[src/include/dma_ctrl_pkg.sv]
/*
  dma_ctrl_pkg: constants and types shared by the two-channel dma block.
  holds register indices, control word field positions, step sizes, the
  handshake mode encoding and the transfer engine state type.
  assumes a 32-bit ahb-lite register bus with one register per aligned word.
*/
package dma_ctrl_pkg;

  // ----------------------------------------------------------------
  // register map: index = byte address / 4
  // ----------------------------------------------------------------
  localparam logic [3:0] CH0_BLOCK = 4'hC;
  localparam logic [3:0] CH1_BLOCK = 4'hD;
  localparam logic [3:0] REG_SRC_LO = 4'h0;
  localparam logic [3:0] REG_SRC_HI = 4'h2;
  localparam logic [3:0] REG_DST_LO = 4'h4;
  localparam logic [3:0] REG_DST_HI = 4'h6;
  localparam logic [3:0] REG_COUNT = 4'h8;
  localparam logic [3:0] REG_CTRL = 4'hA;
  localparam int IDX_LSB = 2;
  localparam int IDX_MSB = 9;

  // ----------------------------------------------------------------
  // channel_control_word fields
  // ----------------------------------------------------------------
  localparam int DST_SPACE_BIT = 15;
  localparam int DST_DOWN_BIT = 14;
  localparam int DST_UP_BIT = 13;
  localparam int SRC_SPACE_BIT = 12;
  localparam int SRC_DOWN_BIT = 11;
  localparam int SRC_UP_BIT = 10;
  localparam int COUNT_END_HALT_BIT = 9;
  localparam int IRQ_ENABLE_BIT = 8;
  localparam int HANDSHAKE_MSB = 7;
  localparam int HANDSHAKE_LSB = 6;
  localparam int RANK_BIT = 5;
  localparam int TIMER_REQUEST_ENABLE_BIT = 4;
  localparam int RUN_WRITE_GATE_BIT = 2;
  localparam int CHANNEL_RUN_BIT = 1;
  localparam int WORD_BIT = 0;
  // bits 3 and 2 are never stored, bit 1 lives in its own flop
  localparam logic [15:0] CTRL_STORE_MASK = 16'hFFF1;
  localparam logic [15:0] CTRL_RESET = 16'h0000;

  // ----------------------------------------------------------------
  // pointers, counts and bus answers
  // ----------------------------------------------------------------
  localparam logic [19:0] BYTE_STEP = 20'h00001;
  localparam logic [19:0] WORD_STEP = 20'h00002;
  localparam logic [15:0] COUNT_ONE = 16'h0001;
  localparam logic [15:0] COUNT_ZERO = 16'h0000;
  localparam logic HRESP_OKAY = 1'b0;

  typedef enum logic [1:0] {
    SYNC_NONE = 2'h0,
    SYNC_SOURCE = 2'h1,
    SYNC_DEST = 2'h2,
    SYNC_UNUSED = 2'h3
  } handshake_e;

  typedef enum logic [1:0] {
    XFER_IDLE,
    XFER_FETCH,
    XFER_STORE
  } xfer_state_e;

endpackage

[src/rtl/dma_channel_regs.sv]
/*
  dma_channel_regs: one channel's pointers, transfer count, control word
  and run bit, with stepping on each completed transfer and termination on the last.
  assumes paced request and timer tick are already in the clock domain.
*/
`timescale 1ns/1ps
module dma_channel_regs
  import dma_ctrl_pkg::*;
(
  // clock and reset
  input wire logic clk_sys_in,
  input wire logic sys_rst_in,
  // register writes
  input wire logic wr_en_in,
  input wire logic [3:0] wr_reg_in,
  input wire logic [15:0] wdata_in,
  // request sources and completion
  input wire logic drq_in,
  input wire logic timer_tick_in,
  input wire logic done_in,
  // state seen by the engine and readback
  output logic req_out,
  output logic [15:0] ctrl_out,
  output logic [19:0] src_addr_out,
  output logic [19:0] dst_addr_out,
  output logic [15:0] count_out,
  output logic irq_out
);

  logic [15:0] ctrl_q, ctrl_d;
  logic run_q, run_d;
  logic [19:0] src_q, src_d, dst_q, dst_d;
  logic [15:0] count_q, count_d;
  logic timer_pend_q, timer_pend_d;
  logic irq_q;
  logic [19:0] step;
  handshake_e mode;
  logic unsync, paced, last_xfer, end_halts, count_held;

  // step a pointer: both or neither direction bit holds it
  function automatic logic [19:0] step_ptr(input logic [19:0] p, input logic up,
                                           input logic down, input logic [19:0] s);
    logic [19:0] r;
    r = p;
    if (up && !down)
      r = p + s;
    else if (down && !up)
      r = p - s;
    return r;
  endfunction

  // mode decode straight from the live control word
  assign step = ctrl_q[WORD_BIT] ? WORD_STEP : BYTE_STEP;
  assign mode = handshake_e'(ctrl_q[HANDSHAKE_MSB:HANDSHAKE_LSB]);
  assign unsync = mode == SYNC_NONE;
  assign paced = (mode == SYNC_SOURCE) || (mode == SYNC_DEST);
  assign last_xfer = done_in && (count_q == COUNT_ONE);
  assign end_halts = ctrl_q[COUNT_END_HALT_BIT] || unsync;
  assign count_held = ctrl_q[COUNT_END_HALT_BIT] && (count_q == COUNT_ZERO);
  assign req_out = run_q && (unsync || (paced && (drq_in || timer_pend_q)
                   && !count_held));

  // next state: hardware updates first, software writes override
  always_comb
  begin
    ctrl_d = ctrl_q;
    run_d = run_q;
    src_d = src_q;
    dst_d = dst_q;
    count_d = count_q;
    timer_pend_d = (timer_pend_q && !done_in) ||
                   (timer_tick_in && ctrl_q[TIMER_REQUEST_ENABLE_BIT]);
    if (done_in)
    begin
      src_d = step_ptr(src_q, ctrl_q[SRC_UP_BIT], ctrl_q[SRC_DOWN_BIT], step);
      dst_d = step_ptr(dst_q, ctrl_q[DST_UP_BIT], ctrl_q[DST_DOWN_BIT], step);
      count_d = count_q - COUNT_ONE;
    end
    if (last_xfer && unsync)
      run_d = 1'b0;
    if (wr_en_in)
    begin
      unique case (wr_reg_in)
        REG_SRC_LO: src_d[15:0] = wdata_in;
        REG_SRC_HI: src_d[19:16] = wdata_in[3:0];
        REG_DST_LO: dst_d[15:0] = wdata_in;
        REG_DST_HI: dst_d[19:16] = wdata_in[3:0];
        REG_COUNT: count_d = wdata_in;
        REG_CTRL:
        begin
          ctrl_d = wdata_in & CTRL_STORE_MASK;
          if (wdata_in[RUN_WRITE_GATE_BIT])
            run_d = wdata_in[CHANNEL_RUN_BIT];
        end
        default: ;
      endcase
    end
  end

  // state flops; reset leaves the channel stopped
  always_ff @(posedge clk_sys_in or posedge sys_rst_in)
  begin
    if (sys_rst_in)
    begin
      ctrl_q <= CTRL_RESET;
      run_q <= 1'b0;
      src_q <= '0;
      dst_q <= '0;
      count_q <= COUNT_ZERO;
      timer_pend_q <= 1'b0;
      irq_q <= 1'b0;
    end
    else
    begin
      ctrl_q <= ctrl_d;
      run_q <= run_d;
      src_q <= src_d;
      dst_q <= dst_d;
      count_q <= count_d;
      timer_pend_q <= timer_pend_d;
      irq_q <= last_xfer && end_halts && ctrl_q[IRQ_ENABLE_BIT];
    end
  end

  // readback: run bit merged in, gate and spare bits read zero
  always_comb
  begin
    ctrl_out = ctrl_q;
    ctrl_out[CHANNEL_RUN_BIT] = run_q;
  end
  assign src_addr_out = src_q;
  assign dst_addr_out = dst_q;
  assign count_out = count_q;
  assign irq_out = irq_q;

endmodule // dma_channel_regs

[src/rtl/dma_rank_arbiter.sv]
/*
  dma_rank_arbiter: picks one of two requesting channels by rank bit,
  alternating between them when ranks are equal.
  assumes requests come from logic on the same clock.
*/
`timescale 1ns/1ps
module dma_rank_arbiter
  import dma_ctrl_pkg::*;
(
  // clock and reset
  input wire logic clk_sys_in,
  input wire logic sys_rst_in,
  // requests and ranks
  input wire logic [1:0] req_in,
  input wire logic [1:0] high_rank_in,
  input wire logic take_in,
  // one-hot grant
  output logic [1:0] grant_out
);

  logic last_q;
  logic both_req;
  logic rank_tie;
  logic pick_one;

  // decode: rank first, then alternate on a tie
  assign both_req = req_in[0] && req_in[1];
  assign rank_tie = high_rank_in[0] == high_rank_in[1];
  assign pick_one = both_req ? (rank_tie ? !last_q : high_rank_in[1])
                             : req_in[1];
  assign grant_out = (req_in == 2'h0) ? 2'h0 : (pick_one ? 2'h2 : 2'h1);

  // remember who was served last so a tie flips next time
  always_ff @(posedge clk_sys_in or posedge sys_rst_in)
  begin
    if (sys_rst_in)
    begin
      last_q <= 1'b1;
    end
    else if (take_in)
    begin
      last_q <= grant_out[1];
    end
  end

endmodule // dma_rank_arbiter

[src/rtl/dma_two_channel.sv]
/*
  dma_two_channel: two-channel dma block with an ahb-lite register slave,
  a fetch/store transfer engine and rank-based arbitration.
  assumes request pins are asynchronous, the timer tick and the transfer
  acknowledge come from logic on clk_sys_in, and the bus never waits.
*/
`timescale 1ns/1ps

module dma_two_channel
  import dma_ctrl_pkg::*;
#(
  parameter int CHANNELS = 2
)
(
  // clock and reset
  input wire logic clk_sys_in,
  input wire logic sys_rst_in,
  // ahb-lite slave
  input wire logic hsel_in,
  input wire logic [31:0] haddr_in,
  input wire logic [1:0] htrans_in,
  input wire logic hwrite_in,
  input wire logic [2:0] hsize_in,
  input wire logic [31:0] hwdata_in,
  input wire logic hready_in,
  output logic hreadyout_out,
  output logic hresp_out,
  output logic [31:0] hrdata_out,
  // request sources
  input wire logic [CHANNELS-1:0] drq_in,
  input wire logic timer_tick_in,
  // transfer port towards memory and i/o
  output logic xfer_req_out,
  output logic xfer_write_out,
  output logic xfer_mem_space_out,
  output logic xfer_byte_out,
  output logic [19:0] xfer_addr_out,
  output logic [15:0] xfer_wdata_out,
  input wire logic xfer_ack_in,
  input wire logic [15:0] xfer_rdata_in,
  // completion interrupts, one pulse per channel
  output logic [CHANNELS-1:0] dma_irq_out
);

  // ----------------------------------------------------------------
  // ahb-lite address phase capture
  // ----------------------------------------------------------------
  logic addr_valid;
  logic [7:0] addr_idx;
  logic wr_pend_q;
  logic [7:0] wr_idx_q;
  logic [31:0] rdata_q;
  logic [31:0] rd_word;

  // a transfer is taken only on a nonseq/seq slot while the bus is ready
  assign addr_valid = hsel_in && htrans_in[1] && hready_in;
  assign addr_idx = haddr_in[IDX_MSB:IDX_LSB];

  // writes land one cycle later with hwdata; reads are sampled here so
  // hrdata comes from a flop with no wait state
  always_ff @(posedge clk_sys_in or posedge sys_rst_in)
  begin
    if (sys_rst_in)
    begin
      wr_pend_q <= 1'b0;
      wr_idx_q <= 8'h00;
      rdata_q <= 32'h0000_0000;
    end
    else
    begin
      wr_pend_q <= addr_valid && hwrite_in;
      if (addr_valid)
      begin
        wr_idx_q <= addr_idx;
      end
      if (addr_valid && !hwrite_in)
      begin
        rdata_q <= rd_word;
      end
    end
  end

  // the slave never stalls and always answers okay; hsize is not checked
  // because only whole-word accesses are supported
  assign hreadyout_out = 1'b1;
  assign hresp_out = HRESP_OKAY;
  assign hrdata_out = rdata_q;

  // ----------------------------------------------------------------
  // request pin synchronisers
  // ----------------------------------------------------------------
  logic [CHANNELS-1:0] drq_meta_q;
  logic [CHANNELS-1:0] drq_sync_q;

  // two flops; only the second one is read by channel logic
  always_ff @(posedge clk_sys_in or posedge sys_rst_in)
  begin
    if (sys_rst_in)
    begin
      drq_meta_q <= '0;
      drq_sync_q <= '0;
    end
    else
    begin
      drq_meta_q <= drq_in;
      drq_sync_q <= drq_meta_q;
    end
  end

  // ----------------------------------------------------------------
  // channels
  // ----------------------------------------------------------------
  logic [CHANNELS-1:0] ch_req;
  logic [CHANNELS-1:0] ch_done;
  logic [CHANNELS-1:0] ch_wr;
  logic [15:0] ch_ctrl [CHANNELS];
  logic [19:0] ch_src [CHANNELS];
  logic [19:0] ch_dst [CHANNELS];
  logic [15:0] ch_count [CHANNELS];
  logic [1:0] grant;
  logic [1:0] high_rank;
  logic take;

  // write strobes by channel block nibble of the index
  assign ch_wr[0] = wr_pend_q && (wr_idx_q[7:4] == CH0_BLOCK);
  assign ch_wr[1] = wr_pend_q && (wr_idx_q[7:4] == CH1_BLOCK);

  genvar gi;
  generate
    for (gi = 0; gi < CHANNELS; gi++)
    begin : g_chan
      dma_channel_regs u_regs (
        .clk_sys_in(clk_sys_in),
        .sys_rst_in(sys_rst_in),
        .wr_en_in(ch_wr[gi]),
        .wr_reg_in(wr_idx_q[3:0]),
        .wdata_in(hwdata_in[15:0]),
        .drq_in(drq_sync_q[gi]),
        .timer_tick_in(timer_tick_in),
        .done_in(ch_done[gi]),
        .req_out(ch_req[gi]),
        .ctrl_out(ch_ctrl[gi]),
        .src_addr_out(ch_src[gi]),
        .dst_addr_out(ch_dst[gi]),
        .count_out(ch_count[gi]),
        .irq_out(dma_irq_out[gi])
      );
      assign high_rank[gi] = ch_ctrl[gi][RANK_BIT];
    end
  endgenerate

  // ----------------------------------------------------------------
  // register readback
  // ----------------------------------------------------------------
  logic rd_ch_hit;
  logic rd_ch;
  logic [15:0] rd_half;

  // the block nibble picks the channel, the low nibble the register;
  // unmapped indices read zero
  assign rd_ch = addr_idx[7:4] == CH1_BLOCK;
  assign rd_ch_hit = (addr_idx[7:4] == CH0_BLOCK) || rd_ch;
  assign rd_half =
    (addr_idx[3:0] == REG_SRC_LO) ? ch_src[rd_ch][15:0] :
    (addr_idx[3:0] == REG_SRC_HI) ? {12'h000, ch_src[rd_ch][19:16]} :
    (addr_idx[3:0] == REG_DST_LO) ? ch_dst[rd_ch][15:0] :
    (addr_idx[3:0] == REG_DST_HI) ? {12'h000, ch_dst[rd_ch][19:16]} :
    (addr_idx[3:0] == REG_COUNT) ? ch_count[rd_ch] :
    (addr_idx[3:0] == REG_CTRL) ? ch_ctrl[rd_ch] : 16'h0000;
  assign rd_word = rd_ch_hit ? {16'h0000, rd_half} : 32'h0000_0000;

  // ----------------------------------------------------------------
  // arbitration
  // ----------------------------------------------------------------
  xfer_state_e state_q, state_d;

  // a new grant is taken only from idle, so one transfer finishes first
  assign take = (state_q == XFER_IDLE) && (grant != 2'h0);

  dma_rank_arbiter u_arb (
    .clk_sys_in(clk_sys_in),
    .sys_rst_in(sys_rst_in),
    .req_in(ch_req),
    .high_rank_in(high_rank),
    .take_in(take),
    .grant_out(grant)
  );

  // ----------------------------------------------------------------
  // transfer engine: fetch from source, then store to destination
  // ----------------------------------------------------------------
  logic chan_q, chan_d;
  logic [15:0] data_q;
  logic [19:0] addr_q;
  logic mem_q;
  logic byte_q;
  logic write_q;
  logic [15:0] act_ctrl;

  // the active channel's live control word steers every cycle of the
  // transfer, so a write mid-transfer changes the one in flight
  assign act_ctrl = ch_ctrl[chan_q];

  // state sequencing; the idle cycle between transfers lets a
  // destination-paced device drop its request in time
  always_comb
  begin
    state_d = state_q;
    chan_d = chan_q;
    unique case (state_q)
      XFER_IDLE:
      begin
        if (take)
        begin
          chan_d = grant[1];
          state_d = XFER_FETCH;
        end
      end
      XFER_FETCH:
      begin
        if (xfer_ack_in)
        begin
          state_d = XFER_STORE;
        end
      end
      XFER_STORE:
      begin
        if (xfer_ack_in)
        begin
          state_d = XFER_IDLE;
        end
      end
      // the fourth code of the state flop is never entered; recover to idle
      default: state_d = XFER_IDLE;
    endcase
  end

  // completion pulse steps pointers and count of the served channel
  assign ch_done[0] = (state_q == XFER_STORE) && xfer_ack_in && !chan_q;
  assign ch_done[1] = (state_q == XFER_STORE) && xfer_ack_in && chan_q;

  // engine flops; address, space and width follow the live settings
  always_ff @(posedge clk_sys_in or posedge sys_rst_in)
  begin
    if (sys_rst_in)
    begin
      state_q <= XFER_IDLE;
      chan_q <= 1'b0;
      data_q <= 16'h0000;
    end
    else
    begin
      state_q <= state_d;
      chan_q <= chan_d;
      if ((state_q == XFER_FETCH) && xfer_ack_in)
      begin
        data_q <= xfer_rdata_in;
      end
    end
  end

  // cycle descriptor for the bus side, picked from live channel state
  always_comb
  begin
    write_q = state_q == XFER_STORE;
    byte_q = !act_ctrl[WORD_BIT];
    if (state_q == XFER_STORE)
    begin
      addr_q = ch_dst[chan_q];
      mem_q = act_ctrl[DST_SPACE_BIT];
    end
    else
    begin
      addr_q = ch_src[chan_q];
      mem_q = act_ctrl[SRC_SPACE_BIT];
    end
  end

  assign xfer_req_out = (state_q == XFER_FETCH) || (state_q == XFER_STORE);
  assign xfer_write_out = write_q;
  assign xfer_mem_space_out = mem_q;
  assign xfer_byte_out = byte_q;
  assign xfer_addr_out = addr_q;
  assign xfer_wdata_out = data_q;

endmodule // dma_two_channel

[config.mk]
export PLATFORM = sky130hd
export DESIGN_NAME = dma_two_channel
export DESIGN_NICKNAME = d
export VERILOG_FILES = /design/src/include/dma_ctrl_pkg.sv /design/src/rtl/dma_channel_regs.sv /design/src/rtl/dma_rank_arbiter.sv /design/src/rtl/dma_two_channel.sv
export SDC_FILE = /design/constraint.sdc
export NUM_CORES = 1
export LEC_CHECK = 0
export ABC_AREA = 0
export BUFFER_PORTS_ARGS = -buffer_cell sky130_fd_sc_hd__buf_2
export CORE_ASPECT_RATIO = 0.8
export CORE_MARGIN = 2
export CORE_UTILIZATION = 25
export CTS_BUF_LIST = sky130_fd_sc_hd__clkbuf_4 sky130_fd_sc_hd__clkbuf_8
export DETAILED_ROUTE_END_ITERATION = 8
export GPL_ROUTABILITY_DRIVEN = 0
export PLACE_DENSITY = 0.48
export SLEW_MARGIN = 25
export SYNTH_ARGS = -nofsm -noshare
export SYNTH_HDL_FRONTEND = slang
export SYNTH_SLANG_ARGS = --single-unit
[constraint.sdc]
create_clock -name clk_sys_in -period 16.44 [get_ports clk_sys_in]
set_input_delay 0 -clock clk_sys_in [delete_from_list [all_inputs] [get_ports clk_sys_in]]
set_output_delay 0 -clock clk_sys_in [all_outputs]
set_load 0.1 [all_outputs]
==> flow_summary_export.csv <==
group,metric,value,unit
outcome,status,"finished clean",
grt,grt_pass1_vias,11250,
sta,fin_crit,3.214,ns
pwr,seq_power_share,35.8,%
sta,slew_viol_final,0,
pwr,power_switching,979.4,µW
cts,htreeDepth,4,
grt,grt_pass1_wl,74670,µm
setup_path,cp.arrival,3.69,ns
floorplanning,die_w,259.9,µm
routing,dr.max_layer_used,"met4",
run,max_cap_violations,0,
finish,drive_above_1_share,15.59,%
logic_synthesis,syn-instance-count,1499,
routing,ant_nets,0,
setup_path,crit_path_end_kind,"flip-flop",
logic_synthesis,ys_seq_area_share,36.87,%
pwr,swShare,50.25,%
pwr,power,1.949,mW
logic_synthesis,synth_edf_count,0,
routing,wl_met1,23540,µm
pwr,clockPowerShare,20.1,%
cts,cts-root-buf,"clkbuf_8",
cts,cts_buffers,17,
setup_path,cp-start-kind,"flip-flop",
finish,n_antenna_cell,0,
sta,timing.fmax,311.2,MHz
grt,grt_max_degree,133,
grt,grt_antenna_before_repair,1,
routing,routedWlPerCell,22.44,µm
sta,hold_slack,0.1089,ns
place,placed_cell_area,0.01408,mm²
pwr,peakVddDrop,0.1159,mV
finish,syn_to_final_growth,14.86,%
floorplanning,pin_count,170,
sta,period_share,19.55,%
finish,fin_area,0.01505,mm²
min_path,worstHoldPathType,"input pin to asynchronous set/reset pin",
cts,cts_setup_buffers,0,
pwr,intPower,969.5,µW
pwr,powerDensity,129.5,mW/mm²
routing,vias,11780,
cts,post_cts_resized,0,
grt,grt_usage,18.72,%
routing,wl,50960,µm
floorplanning,rows,75,
pwr,pwr-share-comb,44.0,%
routing,drt-initial-drc-count,1278,
cts,cts.sinks,193,
sta,hold_viol,0,
routing,dr_wl_met2,21910,µm
sta,slew_headroom,31.48,%
routing,via_per_inst,5.188,
finish,layout_common_cells,"192 x dfrtp_1, 168 x nor2_1, 135 x nand2_1",
logic_synthesis,netlist_area,0.01310,mm²
floorplanning,die_area,0.05426,mm²
logic_synthesis,ys_types,74,
logic_synthesis,synthArstFlopShare,100.0,%
setup_path,crit_fanout,28,
sta,grt_setup_unrepaired,"false",
place,portBuffers,107,
floorplanning,core-area,0.05208,mm²
floorplanning,die_h,208.8,µm
sta,finalSetupViolations,0,
finish,nFillCells,5497,
finish,layout_commonest_cell,"dfrtp_1",
cts,tritoncts,"done",
routing,drc_errors,0,
place,dpl.hpwl,36480,µm
floorplanning,start_util,25.16,%
routing,wl_met3,4092,µm
sta,totalNegativeSetupSlack,0,ns
cts,worstSkewPairLatency,0.56,ns
logic_synthesis,synth_flop_cell,"dfrtp_1",
finish,final_nets,1695,
cts,clk_pin_slew,0.11,ns
grt,grt_overflow,0,
logic_synthesis,avgSynthCellArea,8.740,µm²
routing,drt-pass1-iter-count,5,
logic_synthesis,ys_ff_latch,193,
setup_path,required,16.92,ns
pwr,leakage,6.174,nW
logic_synthesis,synth_warnings,0,
sta,worstMarginPinSlew,1.018,ns
sta,finClkSkew,0.02808,ns
finish,final_core_util,28.89,%
setup_path,critPathKind,"flip-flop to flip-flop",
cts,clockBufferDepth,2,
## worst max-delay path, stage by stage (launching register included)
cell     delay, ns
dfrtp_1       0.43
inv_1         0.13
ha_4          0.52
nand3_1       0.71
a21oi_1       0.76
nand3_1       0.22
xor2_1        0.20
a21oi_1       0.14
## kinds of logic after synthesis
group	synth area share [%]
AND/OR/NAND/NOR	21.29
AO/OA/AOI/OAI	14.24
adder cells (fa/ha/maj)	3.973
XOR/XNOR	6.752
flip-flops	36.87
other	0.05732
buffers and inverters	5.625
multiplexers	11.19
## metrics by stage
step / setup slack, ns / std cells
final: 13.23 / 2271
after floorplan: 11.19 / 1515
after CTS: 12.85 / 2271
after detailed placement: 12.87 / 2192
after global routing: 12.98 / 2271
after global placement: 12.84 / 2192
## layout make-up
cell class	instances	area, µm²	area share (%)
Timing Repair Buffer	165	1089	7.234
Multi-Input combinational cell	1148	7624	50.66
Inverter	40	162.7	1.081
Clock inverter	13	220.2	1.463
Tap cell	693	867.1	5.762
Sequential cell	193	4831	32.10
Clock buffer	19	255.2	1.696
## power groups by stage
stage	combinational (mW)	clock [mW]	sequential [mW]
3_3_place_gp	0.837	0	0.696
6_report	0.858	0.392	0.699
5_1_grt	0.904	0.418	0.711
2_1_floorplan	0.557	0	0.777
3_5_place_dp	0.843	0	0.699
4_1_cts	0.854	0.402	0.690
## routing by layer
layer	vias up	global-route usage, %
li1	5394	-
met1	5810	26.97
met2	506	27.15
met3	73	4.682
met4	0	6.104
met5	-	0
## synth_stat cells, drive strengths merged, types with 8 or more instances
| cell | count | area [µm²] |
|---|---|---|
| a21oi | 132 | 664.4 |
| a22oi | 8 | 60.06 |
| a31oi | 19 | 118.9 |
| and3 | 20 | 125.1 |
| buf | 45 | 252.7 |
| clkbuf | 89 | 334.1 |
| dfrtp | 192 | 4805 |
| fa | 8 | 160.2 |
| ha | 28 | 350.3 |
| inv | 40 | 150.1 |
| mux2 | 50 | 563.0 |
| mux2i | 43 | 430.4 |
| mux4 | 21 | 473.0 |
| nand2 | 136 | 510.5 |
| nand2b | 18 | 112.6 |
| nand3 | 42 | 210.2 |
| nand4 | 12 | 75.07 |
| nor2 | 169 | 634.4 |
| nor2b | 14 | 87.58 |
| nor3 | 46 | 230.2 |
| nor4 | 29 | 202.7 |
| nor4b | 8 | 70.07 |
| o211ai | 17 | 127.6 |
| o21ai | 65 | 325.3 |
| o22ai | 27 | 168.9 |
| or3 | 19 | 118.9 |
| or4 | 11 | 90.08 |
| xnor2 | 66 | 578.1 |
| xor2 | 35 | 306.5 |
## worst paths after layout
kind | startpoint | end | slack [ns] | depth (start not counted)
setup / recovery | state_q[0]$_DFFE_PP0P_ | g_chan[1].u_regs.dst_addr_out[15]$_DFF_PP0_ | 13.23 | 7
hold / removal | sys_rst_in | g_chan[1].u_regs.src_addr_out[2]$_DFF_PP0_ | 0.11 | 3
setup reg to reg | state_q[0]$_DFFE_PP0P_ | g_chan[1].u_regs.dst_addr_out[15]$_DFF_PP0_ | 13.23 | 7
hold reg to reg | drq_meta_q[0]$_DFF_PP0_ | drq_sync_q[0]$_DFF_PP0_ | 0.36 | 0
max in group asynchronous | sys_rst_in | g_chan[0].u_regs.dst_addr_out[16]$_DFF_PP0_ | 14.96 | 4
min in group clk_sys_in | drq_in[1] | drq_meta_q[1]$_DFF_PP0_ | 0.11 | 2
## state kept, by name, summed over array words and instances, names as in the netlist, 2 cells and up
register / cells
g_chan.u_regs.src_addr_out: 40
state_q: 2
g_chan.u_regs.irq_out: 2
wr_idx_q: 8
g_chan.u_regs.dst_addr_out: 40
xfer_wdata_out: 16
g_chan.u_regs.run_q: 2
hrdata_out: 16
g_chan.u_regs.timer_pend_q: 2
g_chan.u_regs.ctrl_q: 26
drq_sync_q: 2
drq_meta_q: 2
g_chan.u_regs.count_out: 32
## timing repair
item / in CTS / in global routing
setup endpoints to repair: 0 / 0
endpoints found under the hold margin: 276 / 0
hold buffers: 47 / 0
Power figures use the tool's default switching activity.
